==> src/occ_pkg.sv <==
// Package: register map, field positions and encodings for the oscillator control unit
package occ_pkg;

	// ----------------------------------------
	// Register byte addresses
	// ----------------------------------------
	localparam logic [11:0] OCC_CLOCK_CONTROL_ADDR = 12'h000;
	localparam logic [11:0] OCC_RC_TRIM_ADDR       = 12'h004;
	localparam logic [11:0] OCC_CONFIG_WORD_ADDR   = 12'h008;

	// ----------------------------------------
	// Unlock keys, one pair per byte
	// ----------------------------------------
	localparam logic [7:0] OCC_LO_KEY1 = 8'h46;
	localparam logic [7:0] OCC_LO_KEY2 = 8'h57;
	localparam logic [7:0] OCC_HI_KEY1 = 8'h78;
	localparam logic [7:0] OCC_HI_KEY2 = 8'h9a;

	// ----------------------------------------
	// Control register field positions
	// ----------------------------------------
	localparam int OCC_CUR_LSB  = 12;
	localparam int OCC_REQ_LSB  = 8;
	localparam int OCC_DIV_LSB  = 6;
	localparam int OCC_LOCK_BIT = 5;
	localparam int OCC_FAIL_BIT = 3;
	localparam int OCC_SOSC_BIT = 1;
	localparam int OCC_SWR_BIT  = 0;

	// ----------------------------------------
	// Configuration word field positions
	// ----------------------------------------
	localparam int OCC_CFG_SWM_LSB  = 14;
	localparam int OCC_CFG_GRP_LSB  = 8;
	localparam int OCC_CFG_MODE_LSB = 0;

	// ----------------------------------------
	// Reset values
	// ----------------------------------------
	localparam logic [1:0] OCC_DIV_RST  = 2'h0;
	localparam logic [3:0] OCC_TRIM_RST = 4'h0;

	// Clock groups
	localparam logic [2:0] OCC_GRP_PLL   = 3'h7;
	localparam logic [2:0] OCC_GRP_EXT   = 3'h3;
	localparam logic [2:0] OCC_GRP_LOW_POWER_RC_OSC  = 3'h2;
	localparam logic [2:0] OCC_GRP_FRC   = 3'h1;
	localparam logic [2:0] OCC_GRP_LPXTL = 3'h0;

	// Unlock tracking per byte
	typedef enum logic [1:0] {
		OCC_LK_IDLE,
		OCC_LK_KEY1,
		OCC_LK_OPEN
	} occ_lock_t;

endpackage

==> src/occ_oscillator_control.sv <==
// Oscillator control unit: guarded control register, RC trim and configuration word over APB
//
// The placing of the registers and the APB register port were chosen for this implementation.
`timescale 1ns/1ps
module occ_oscillator_control
	import occ_pkg::*;
(
	input  wire logic        clk_i,            // System clock, 100 MHz
	input  wire logic        rst_i,            // Power-on / brown-out reset, sync, active high
	input  wire logic        psel_i,           // APB select
	input  wire logic        penable_i,        // APB enable
	input  wire logic        pwrite_i,         // APB direction
	input  wire logic [11:0] paddr_i,          // APB byte address
	input  wire logic [31:0] pwdata_i,         // APB write data
	input  wire logic [3:0]  pstrb_i,          // APB byte strobes
	output logic             pready_o,         // APB ready
	output logic [31:0]      prdata_o,         // APB read data
	output logic             pslverr_o,        // APB error, unmapped address
	input  wire logic [23:0] config_word_i,    // Programmed configuration word
	input  wire logic        pll_lock_i,       // PLL lock, async
	input  wire logic        switch_done_i,    // Switch completed, async level
	input  wire logic        clock_fail_i,     // Fail-safe monitor detected failure, async level
	output logic [2:0]       clock_group_o,    // Effective clock group selection
	output logic [4:0]       primary_mode_o,   // Primary group mode select
	output logic [1:0]       clock_divider_sel_o, // Postscaler select
	output logic             switch_req_o,     // Switch request to clock switcher
	output logic             secondary_osc_en_o, // Secondary oscillator enable
	output logic             monitor_en_o,     // Fail-safe monitor enable
	output logic [3:0]       rc_trim_o         // Fast RC trim
);

	// ----------------------------------------
	// Input synchronisers
	// ----------------------------------------
	logic [2:0] sync_lvl;
	logic [1:0] evt_prev_ff;

	occ_sync2
	#(
		.WIDTH   (3)
	)
	i_occ_sync2
	(
		.clk_i   (clk_i),
		.rst_i   (rst_i),
		.async_i ({clock_fail_i, switch_done_i, pll_lock_i}),
		.sync_o  (sync_lvl)
	);

	// Edge memory resets to the idle low level, so no false event follows reset
	always_ff @(posedge clk_i)
	begin
		if (rst_i)
			evt_prev_ff <= 2'h0;
		else
			evt_prev_ff <= sync_lvl[2:1];
	end

	wire pll_locked  = sync_lvl[0];
	wire done_rise   = sync_lvl[1] & ~evt_prev_ff[0];
	wire fail_rise   = sync_lvl[2] & ~evt_prev_ff[1];

	// ----------------------------------------
	// Configuration fields
	// ----------------------------------------
	// The word is programmed, not written at run time, so it needs no synchroniser
	wire [1:0] cfg_swm   = config_word_i[OCC_CFG_SWM_LSB +: 2];
	wire [2:0] cfg_group = config_word_i[OCC_CFG_GRP_LSB +: 3];
	wire [4:0] cfg_mode  = config_word_i[OCC_CFG_MODE_LSB +: 5];
	wire       switch_en = ~cfg_swm[1];
	wire       mon_en    = ~cfg_swm[1] & ~cfg_swm[0];
	wire [23:0] cfg_read = {8'h00, cfg_swm, 3'h0, cfg_group, 3'h0, cfg_mode};

	// ----------------------------------------
	// APB decode
	// ----------------------------------------
	// Qualified by ready, so an access phase held longer cannot write twice
	wire access    = psel_i & penable_i & pready_o;
	wire sel_ctl   = paddr_i == OCC_CLOCK_CONTROL_ADDR;
	wire sel_trim  = paddr_i == OCC_RC_TRIM_ADDR;
	wire sel_cfg   = paddr_i == OCC_CONFIG_WORD_ADDR;
	wire mapped    = sel_ctl | sel_trim | sel_cfg;
	wire wr        = access & pwrite_i;
	wire wr_lo     = wr & sel_ctl & pstrb_i[0];
	wire wr_hi     = wr & sel_ctl & pstrb_i[1];
	wire wr_trim   = wr & sel_trim & pstrb_i[0];
	wire [7:0] d_lo = pwdata_i[7:0];
	wire [7:0] d_hi = pwdata_i[15:8];

	// ----------------------------------------
	// Unlock sequencers, one per byte
	// ----------------------------------------
	// A key pair opens the byte for exactly the next write; any other write shuts it.
	logic lo_open;
	logic hi_open;

	occ_unlock_seq
	#(
		.KEY1      (OCC_LO_KEY1),
		.KEY2      (OCC_LO_KEY2)
	)
	i_occ_unlock_lo
	(
		.clk_i     (clk_i),
		.rst_i     (rst_i),
		.wr_any_i  (wr),
		.wr_byte_i (wr_lo),
		.data_i    (d_lo),
		.open_o    (lo_open)
	);

	// Own sequencer, so a low-byte pair can never open the high byte
	occ_unlock_seq
	#(
		.KEY1      (OCC_HI_KEY1),
		.KEY2      (OCC_HI_KEY2)
	)
	i_occ_unlock_hi
	(
		.clk_i     (clk_i),
		.rst_i     (rst_i),
		.wr_any_i  (wr),
		.wr_byte_i (wr_hi),
		.data_i    (d_hi),
		.open_o    (hi_open)
	);

	wire lo_take = wr_lo & lo_open;
	wire hi_take = wr_hi & hi_open;

	// ----------------------------------------
	// Control register state
	// ----------------------------------------
	logic [2:0] cur_grp_ff;
	logic [2:0] req_grp_ff;
	logic [1:0] div_ff;
	logic       fail_ff;
	logic       sosc_ff;
	logic       swr_ff;
	logic       init_ff;

	// Failure beats completion: the monitor has already moved the clock.
	wire fail_evt = fail_rise & mon_en;
	wire done_evt = done_rise & swr_ff & switch_en & ~fail_evt;

	// With switching off the status field only mirrors the programmed group
	wire [2:0] nxt_cur_grp = ~switch_en ? cfg_group :
		fail_evt ? OCC_GRP_FRC :
		done_evt ? req_grp_ff : cur_grp_ff;
	wire [2:0] nxt_req_grp = hi_take ? d_hi[2:0] : req_grp_ff;
	wire [1:0] nxt_div     = lo_take ? d_lo[OCC_DIV_LSB +: 2] : div_ff;
	// Hardware set wins over a software clear in the same cycle.
	wire       nxt_fail    = fail_evt ? 1'b1 :
		lo_take ? (fail_ff & d_lo[OCC_FAIL_BIT]) : fail_ff;
	wire       nxt_sosc    = lo_take ? d_lo[OCC_SOSC_BIT] : sosc_ff;
	wire       nxt_swr     = (fail_evt | done_evt | ~switch_en) ? 1'b0 :
		lo_take ? d_lo[OCC_SWR_BIT] : swr_ff;

	always_ff @(posedge clk_i)
	begin
		if (rst_i)
		begin
			cur_grp_ff <= OCC_GRP_FRC;
			req_grp_ff <= OCC_GRP_FRC;
			div_ff     <= OCC_DIV_RST;
			fail_ff    <= 1'b0;
			sosc_ff    <= 1'b0;
			swr_ff     <= 1'b0;
			init_ff    <= 1'b1;
		end
		else if (init_ff)
		begin
			// Start-up group captured on the first clock after reset release
			cur_grp_ff <= cfg_group;
			req_grp_ff <= cfg_group;
			init_ff    <= 1'b0;
		end
		else
		begin
			cur_grp_ff <= nxt_cur_grp;
			req_grp_ff <= nxt_req_grp;
			div_ff     <= nxt_div;
			fail_ff    <= nxt_fail;
			sosc_ff    <= nxt_sosc;
			swr_ff     <= nxt_swr;
		end
	end

	// ----------------------------------------
	// Trim register
	// ----------------------------------------
	logic [3:0] trim_ff;

	// Not key-guarded: a stray write only nudges the fast RC frequency

	always_ff @(posedge clk_i)
	begin
		if (rst_i)
			trim_ff <= OCC_TRIM_RST;
		else if (wr_trim)
			trim_ff <= pwdata_i[3:0];
	end

	// ----------------------------------------
	// Read path
	// ----------------------------------------
	wire [15:0] ctl_read = {1'b0, cur_grp_ff, 1'b0, req_grp_ff,
		div_ff, pll_locked, 1'b0, fail_ff, 1'b0, sosc_ff, swr_ff};
	wire [31:0] rd_mux = sel_ctl  ? {16'h0000, ctl_read} :
		sel_trim ? {28'h0000000, trim_ff} :
		sel_cfg  ? {8'h00, cfg_read} : 32'h00000000;
	// Reads have no side effects, so the unlock sequencers never see them
	wire        setup  = psel_i & ~penable_i;

	// No wait state: ready is registered from the setup phase and is high in the first access cycle
	always_ff @(posedge clk_i)
	begin
		if (rst_i)
		begin
			pready_o  <= 1'b0;
			prdata_o  <= 32'h00000000;
			pslverr_o <= 1'b0;
		end
		else
		begin
			pready_o  <= setup;
			prdata_o  <= (setup & ~pwrite_i) ? rd_mux : 32'h00000000;
			pslverr_o <= setup & ~mapped;
		end
	end

	// ----------------------------------------
	// Outputs to the clock tree
	// ----------------------------------------
	// With switching enabled the tree is steered by the requested group, otherwise by the programmed group; the current group is status only
	always_ff @(posedge clk_i)
	begin
		if (rst_i)
		begin
			clock_group_o       <= OCC_GRP_FRC;
			primary_mode_o      <= 5'h00;
			clock_divider_sel_o <= OCC_DIV_RST;
			switch_req_o        <= 1'b0;
			secondary_osc_en_o  <= 1'b0;
			monitor_en_o        <= 1'b0;
			rc_trim_o           <= OCC_TRIM_RST;
		end
		else
		begin
			clock_group_o       <= switch_en ? req_grp_ff : cfg_group;
			primary_mode_o      <= cfg_mode;
			clock_divider_sel_o <= div_ff;
			switch_req_o        <= swr_ff;
			secondary_osc_en_o  <= sosc_ff;
			monitor_en_o        <= mon_en;
			rc_trim_o           <= trim_ff;
		end
	end

endmodule

// ----------------------------------------
// Two-flop synchroniser for levels from another clock domain
// ----------------------------------------
module occ_sync2
#(
	parameter int WIDTH = 1                     // Levels carried
)
(
	input  wire logic             clk_i,        // Destination clock
	input  wire logic             rst_i,        // Sync reset, active high
	input  wire logic [WIDTH-1:0] async_i,      // Levels from another domain
	output logic      [WIDTH-1:0] sync_o        // Levels safe to read on clk_i
);

	logic [WIDTH-1:0] meta_ff;
	logic [WIDTH-1:0] sync_ff;

	// Only the second stage is read; the first may still be settling
	always_ff @(posedge clk_i)
	begin
		if (rst_i)
		begin
			meta_ff <= {WIDTH{1'b0}};
			sync_ff <= {WIDTH{1'b0}};
		end
		else
		begin
			meta_ff <= async_i;
			sync_ff <= meta_ff;
		end
	end

	assign sync_o = sync_ff;

endmodule

// ----------------------------------------
// Key-pair unlock sequencer for one guarded byte
// ----------------------------------------
module occ_unlock_seq
	import occ_pkg::*;
#(
	parameter logic [7:0] KEY1 = 8'h00,         // First key of the pair
	parameter logic [7:0] KEY2 = 8'h00          // Second key of the pair
)
(
	input  wire logic       clk_i,              // System clock
	input  wire logic       rst_i,              // Sync reset, active high
	input  wire logic       wr_any_i,           // Any register write taken this cycle
	input  wire logic       wr_byte_i,          // Write to the guarded byte this cycle
	input  wire logic [7:0] data_i,             // Byte being written
	output logic            open_o              // Next write to the byte lands
);

	occ_lock_t lk_ff;
	occ_lock_t nxt_lk;

	// A repeated first key keeps the sequence armed rather than restarting it
	always_comb
	begin
		nxt_lk = lk_ff;
		if (wr_byte_i)
		begin
			case (lk_ff)
				OCC_LK_IDLE: nxt_lk = (data_i == KEY1) ? OCC_LK_KEY1 : OCC_LK_IDLE;
				OCC_LK_KEY1:
				begin
					if (data_i == KEY2)
						nxt_lk = OCC_LK_OPEN;
					else if (data_i == KEY1)
						nxt_lk = OCC_LK_KEY1;
					else
						nxt_lk = OCC_LK_IDLE;
				end
				OCC_LK_OPEN: nxt_lk = OCC_LK_IDLE;
				default:     nxt_lk = OCC_LK_IDLE;
			endcase
		end
		else if (wr_any_i)
			nxt_lk = OCC_LK_IDLE;
	end

	always_ff @(posedge clk_i)
	begin
		if (rst_i)
			lk_ff <= OCC_LK_IDLE;
		else
			lk_ff <= nxt_lk;
	end

	assign open_o = lk_ff == OCC_LK_OPEN;

endmodule

==> config.mk <==
export PLATFORM = sky130hd
export DESIGN_NAME = occ_oscillator_control
export DESIGN_NICKNAME = d
export VERILOG_FILES = /design/src/occ_pkg.sv /design/src/occ_oscillator_control.sv
export SDC_FILE = /design/constraint.sdc
export NUM_CORES = 1
export LEC_CHECK = 0
export BUFFER_PORTS_ARGS = -buffer_cell sky130_fd_sc_hd__buf_2
export CORE_MARGIN = 4
export CORE_UTILIZATION = 45
export DETAILED_ROUTE_END_ITERATION = 10
export PLACE_DENSITY = 0.82
export SYNTH_ARGS = -nofsm -noshare
export SYNTH_HDL_FRONTEND = slang
export SYNTH_SLANG_ARGS = --single-unit
==> constraint.sdc <==
create_clock -name clk_i -period 5.3 [get_ports clk_i]
set_clock_uncertainty 0.2 [all_clocks]
set_input_delay 1.06 -clock clk_i [delete_from_list [all_inputs] [get_ports clk_i]]
set_output_delay 1.06 -clock clk_i [all_outputs]
set_load 0.02 [all_outputs]
### Word level (Yosys, flattened, before mapping)

Index checks and enable logic that the tools add are counted.

* register bits: 79
* bits of input ports: 80
* word-level logic and storage cells: 112

* equality and inequality tests: 10
* muxes and demuxes: 24
* bitwise logic cells: 36
* reductions and logical operators: 16

Operators with widths (number)
* two-way mux 15 bit: 3
* == test 8 x 7 -> 1 bit (second input constant): 3
* bitwise AND 1 bit: 21
* two-way mux 3 bit: 7
* == test 12 x 3 -> 1 bit (second input constant): 1
* == test 12 x 4 -> 1 bit (second input constant): 1
* logical NOT 12 bit: 1
* NOT 1 bit: 11
* two-way mux 2 bit: 5
* nonzero test 2 bit: 5
* == test 8 bit (second input constant): 1
* case mux 2 bit (2 select lines): 2
* two-way mux 1 bit: 7
* AND reduction 2 bit: 3
* OR reduction 5 bit: 1
* == test 2 x 1 -> 1 bit (second input constant): 2
* == test 2 bit (second input constant): 2
* logical NOT 2 bit: 2
* bitwise OR 1 bit: 4
* nonzero test 4 bit: 1
* OR reduction 4 bit: 1
* OR reduction 3 bit: 1
* OR reduction 2 bit: 1

### Logic depth before layout (Yosys ltp)

* depth after elaboration: 9
* mapped depth: 5
* mapped depth without buffers: 4

### Hierarchy

A second synthesis with hierarchy kept.

* cells, all modules: 256
* area, all modules: 2538.7 sq um

Modules (own cells, without submodules)
* occ_oscillator_control: times used 1, cells an instance 222, area each 2145.8 sq um
* occ_sync2: times used 1, cells an instance 12, area each 157.7 sq um
* occ_unlock_seq at i_occ_unlock_lo: times used 1, cells an instance 11, area each 123.9 sq um
* occ_unlock_seq at i_occ_unlock_hi: times used 1, cells an instance 11, area each 111.4 sq um

### Least setup slack after synthesis

No wires, ideal clock.

* path type: in2reg
* from: in config_word_i[15]
* to: reg cur_grp_ff[1]
* arrival time: 2303 ps
* data required time: 4969 ps
* slack: 2667 ps
* cell stages on the path: 5
* buffers on the path: 1
* cells stage by stage: buf_2 or4b_2 and2_1 a32oi_1 o22ai_1

* word-level cells in the longest chain between the ends: 6
* elaborated cells on any way between the ends: 10

Ends and longest elaborated chain
* start: declaration: RTL line occ_oscillator_control.sv:19 `input wire logic [23:0] config_word_i,`
* NOT 1 bit: RTL line occ_oscillator_control.sv:70, occ_oscillator_control.sv:71
* bitwise AND 1 bit: RTL line occ_oscillator_control.sv:71 `wire mon_en = ~cfg_swm[1] & ~cfg_swm[0];`
* bitwise AND 1 bit: RTL line occ_oscillator_control.sv:143 `wire fail_evt = fail_rise & mon_en;`
* two-way mux 3 bit / NOT 1 bit (equally long branches): RTL line occ_oscillator_control.sv:148, occ_oscillator_control.sv:144
* two-way mux 3 bit / bitwise AND 1 bit (equally long branches): RTL line occ_oscillator_control.sv:147, occ_oscillator_control.sv:144
* two-way mux 3 bit / nonzero test 4 bit (equally long branches)
* end signal: assignment: RTL line occ_oscillator_control.sv:174 `cur_grp_ff <= cfg_group;`
* end signal: assignment: RTL line occ_oscillator_control.sv:180 `cur_grp_ff <= nxt_cur_grp;`
* end: declaration: RTL line occ_oscillator_control.sv:134 `logic [2:0] cur_grp_ff;`

Several ways; a longest one is shown, not always the timed one.
A chain may end at the register's enable or synchronous reset.

### Worst setup path after layout

* from: in rst_i
* to: reg prdata_o[10]

* word-level cells in the longest chain between the ends: 1

Ends and longest elaborated chain
* start: declaration: RTL line occ_oscillator_control.sv:9 `input wire logic rst_i,`
* OR reduction 2 bit (no line)
* end signal: assignment: RTL line occ_oscillator_control.sv:227 `prdata_o <= (setup & ~pwrite_i) ? rd_mux : 32'h00000000;`
* end: declaration: RTL line occ_oscillator_control.sv:17 `output logic [31:0] prdata_o,`

Every way passes these cells.

==> qor.yml <==
sta:
  min_period_ps: 2990
  fmax_mhz: 335
  drv_slew: 0
  rsz0062_at_grt: "no"
  max_slew_margin_pct: 42.3
  worst_pin_slew_ps: 866
  report.final.setup_viol: 0
  final.setup.tns_ps: 0
  hold_violations: 0
  finalCritPeriodShare_pct: 56.3
synth:
  syn-cell-area_um2: 2420
  muxShareOfSynthArea_pct: 1.29
  synth_compound_area_share_pct: 13.3
  synth_cell_types: 47
  syn_area_per_cell_um2: 9.99
  synthCells: 242
  ys_seq_area_share_pct: 51.3
  yosys_warnings: 0
  synthSimpleGateAreaFrac_pct: 26.5
  synth_top_family_by_area: "simple AND/OR/NAND/NOR gates"
  yosys.area_share.adder_pct: 0
  ys_seq_elements: 62
  synth_xor_area_share_pct: 0
clock_network:
  cts_setup_buffers: 0
  path_clk_slew_ps: 60
  clock_sink_count: 62
  ctsLongestPathBuffers: 2
  numCtsBuffers: 9
  insertion_delay_ps: 330
  clock-root-buffer: "clkbuf_8"
  hold_buffers: 0
  cts_tree: "yes"
  cts-resized-gates: 0
  cts_max_level: 3
route:
  postRouteAntennaNets: 0
  vias_per_cell: 4.96
  vias: 1982
  post_drt_wl_per_cell_um: 13.6
  drtIter0Drc: 115
  drc: 0
  dr.pass1.iters: 4
  totalWireLength_mm: 5.44
global_route:
  grt_overflow: 0
  gr-usage-all-layers_pct: 17.1
  grt_antenna_before_repair: 0
  grt_pass1_vias: 1807
  grt_max_degree: 51
  grt_pass1_wl_mm: 8.47
place:
  dp_cells: 384
  finalWeightedCongestion: 0.868
  hpwl_mm: 4.03
  numPortBuffers: 81
power:
  p_seq_share_pct: 51.8
  switching_share_pct: 23.3
  p_int_w: 0.000711
  irDropWorstVdd_mv: 0.159
  pwr-share-clk_pct: 40.0
  power_density_nw_per_um2: 309
  p_switching_w: 0.000217
  comb_power_share_pct: 8.1
  leakage_nw: 1.32
floorplan:
  die_area_um2: 6610
  die_w_um: 81.3
  die_y_um: 81.3
  initial_utilization_pct: 46.8
  ios: 131
  rows: 26
  coreArea_um2: 5170
critical_path:
  path_class: "in2reg"
  required_ps: 5370
  worstRegToRegCells: 4
  crit_path_max_fanout: 50
  arrival_ps: 3060
  critPathLaunchType: "primary input"
  cp-end-kind: "flop"
cells_and_area:
  drive_above_1_share_pct: 33.3
  stdcell_count: 400
  nets: 405
  diodes: 0
  final_core_util_pct: 58.0
  area_growth_pct: 24.0
run:
  drv_cap: 0
hold_path:
  worstHoldPathCells: 1
  hold_path.class: "reg2reg"
outcome:
  outcome: "completed"
registers in the layout, summed over array words and instances, names as in the netlist, 2 cells and up:
register and cells:
primary_mode_o 5, i_occ_sync2.sync_o 3, req_grp_ff 3, i_occ_unlock_hi.lk_ff 2, evt_prev_ff 2, cur_grp_ff 3
prdata_o 15, trim_ff 4, i_occ_unlock_lo.lk_ff 2, clock_group_o 3, rc_trim_o 4, div_ff 2
i_occ_sync2.meta_ff 3, clock_divider_sel_o 2
worst max-delay path, stage by stage:
cell and delay (ps):
buf_2 370, nor4b_1 350, nand4_1 320, nor3b_2 670
a22o_1 270
worst paths after layout:
check                        start             to  slack (ps)
max                          rst_i   prdata_o[10]        2310
min          i_occ_sync2.sync_o[0]    prdata_o[5]         230
min reg2reg  i_occ_sync2.sync_o[0]    prdata_o[5]         230
max reg2reg         evt_prev_ff[1]  cur_grp_ff[2]        3390
power by group through the flow:
stage | Clock, W | Sequential (W) | Combinational [W]
CTS | 0.000380 | 0.000481 | 0.0000754
global route | 0.000405 | 0.000482 | 0.0000823
finish | 0.000371 | 0.000481 | 0.0000755
floorplan | 0 | 0.000496 | 0.0000460
global placement | 0 | 0.000491 | 0.0000733
detailed placement | 0 | 0.000491 | 0.0000751
layer usage:
layer / track usage [%] / vias to the layer above / share of wire [%] / wire, um
met4: 12.0 / 0 / 4.0 / 217
met3: 5.76 / 18 / 9.9 / 540
met1: 19.8 / 869 / 41 / 2210
met5: 0 / - / 0 / 0
met2: 26.5 / 91 / 45 / 2470
li1: - / 1004 / - / -
metrics by stage:
stage          power [W]  setup WS (ps)  hold slack, ps  instance area (um2)
2_1_floorplan   0.000542           2670             206                 2480
3_3_place_gp    0.000564           1920             210                 2810
3_5_place_dp    0.000566           1950             218                 2810
4_1_cts         0.000936           2290             233                 3000
5_1_grt         0.000969           2110             239                 3000
6_report        0.000928           2310             230                 3000
cell families (layout without fill, tap and decap cells):
family | count (synthesis) | count (layout)
other | 1 | 17
AOI/OAI and AO/OA | 47 | 47
and+or+nand+nor | 99 | 99
buffers and inverters | 30 | 102
muxes | 3 | 3
DFF | 62 | 62
synth_stat cells (all sizes together):
cell type	count	area, um2
a21boi	1	7.51
a21o	1	7.51
a21oi	8	40.0
a221oi	1	8.76
a22o	4	35.0
a22oi	3	22.5
a311oi	2	17.5
a31oi	1	6.26
a32oi	2	17.5
and2	9	56.3
and3	4	25.0
and4	1	8.76
buf	19	138
clkbuf	6	22.5
conb	1	3.75
dfxtp	62	1240
inv	5	18.8
mux2	1	11.3
mux2i	2	20.0
nand2	8	30.0
nand2b	4	25.0
nand3	10	50.1
nand3b	4	30.0
nand4	10	68.8
nand4b	1	8.76
nor2	8	32.5
nor2b	23	144
nor3	1	5.00
nor3b	4	35.0
nor4	3	48.8
nor4b	2	17.5
nor4bb	1	10.0
o21ai	15	75.1
o22ai	2	12.5
o2bb2ai	3	26.3
o311ai	1	8.76
o31ai	2	20.0
o41ai	1	16.3
or2	4	25.0
or4	1	11.3
or4b	1	10.0
cell usage in the layout, fill, tap and decap left out, types with 2 or more instances in the layout:
cell,Yosys,routed
nor4b_1,2,2
o2bb2ai_1,3,3
nor3b_1,3,3
clkinv_2,0,2
conb_1,1,17
and3_1,4,4
nor2b_1,23,23
o21ai_0,15,15
a32oi_1,2,2
a311oi_1,2,2
nand2_1,8,8
o22ai_1,2,2
nand3_1,10,10
or2_2,4,4
nand3b_1,4,4
and2_1,9,9
nand4_1,9,9
a21oi_1,8,8
buf_2,2,81
nor2_1,7,7
nand2b_1,4,4
mux2i_1,2,2
a22oi_1,3,3
nor4_4,2,2
inv_1,5,5
a22o_1,4,4
dfxtp_1,62,62
clkbuf_8,0,12
area by class of cell:
| type | count | area [um2] |
|---|---|---|
| multi-input cells | 166 | 1060 |
| clock buffers | 13 | 169 |
| clock inverters | 3 | 17.5 |
| flip-flops and latches | 62 | 1240 |
| repair buffers | 81 | 405 |
| inverters | 5 | 18.8 |
| well taps | 70 | 87.6 |
| fillers | 458 | 2170 |
No activity file was read; power rests on OpenSTA's default activity.
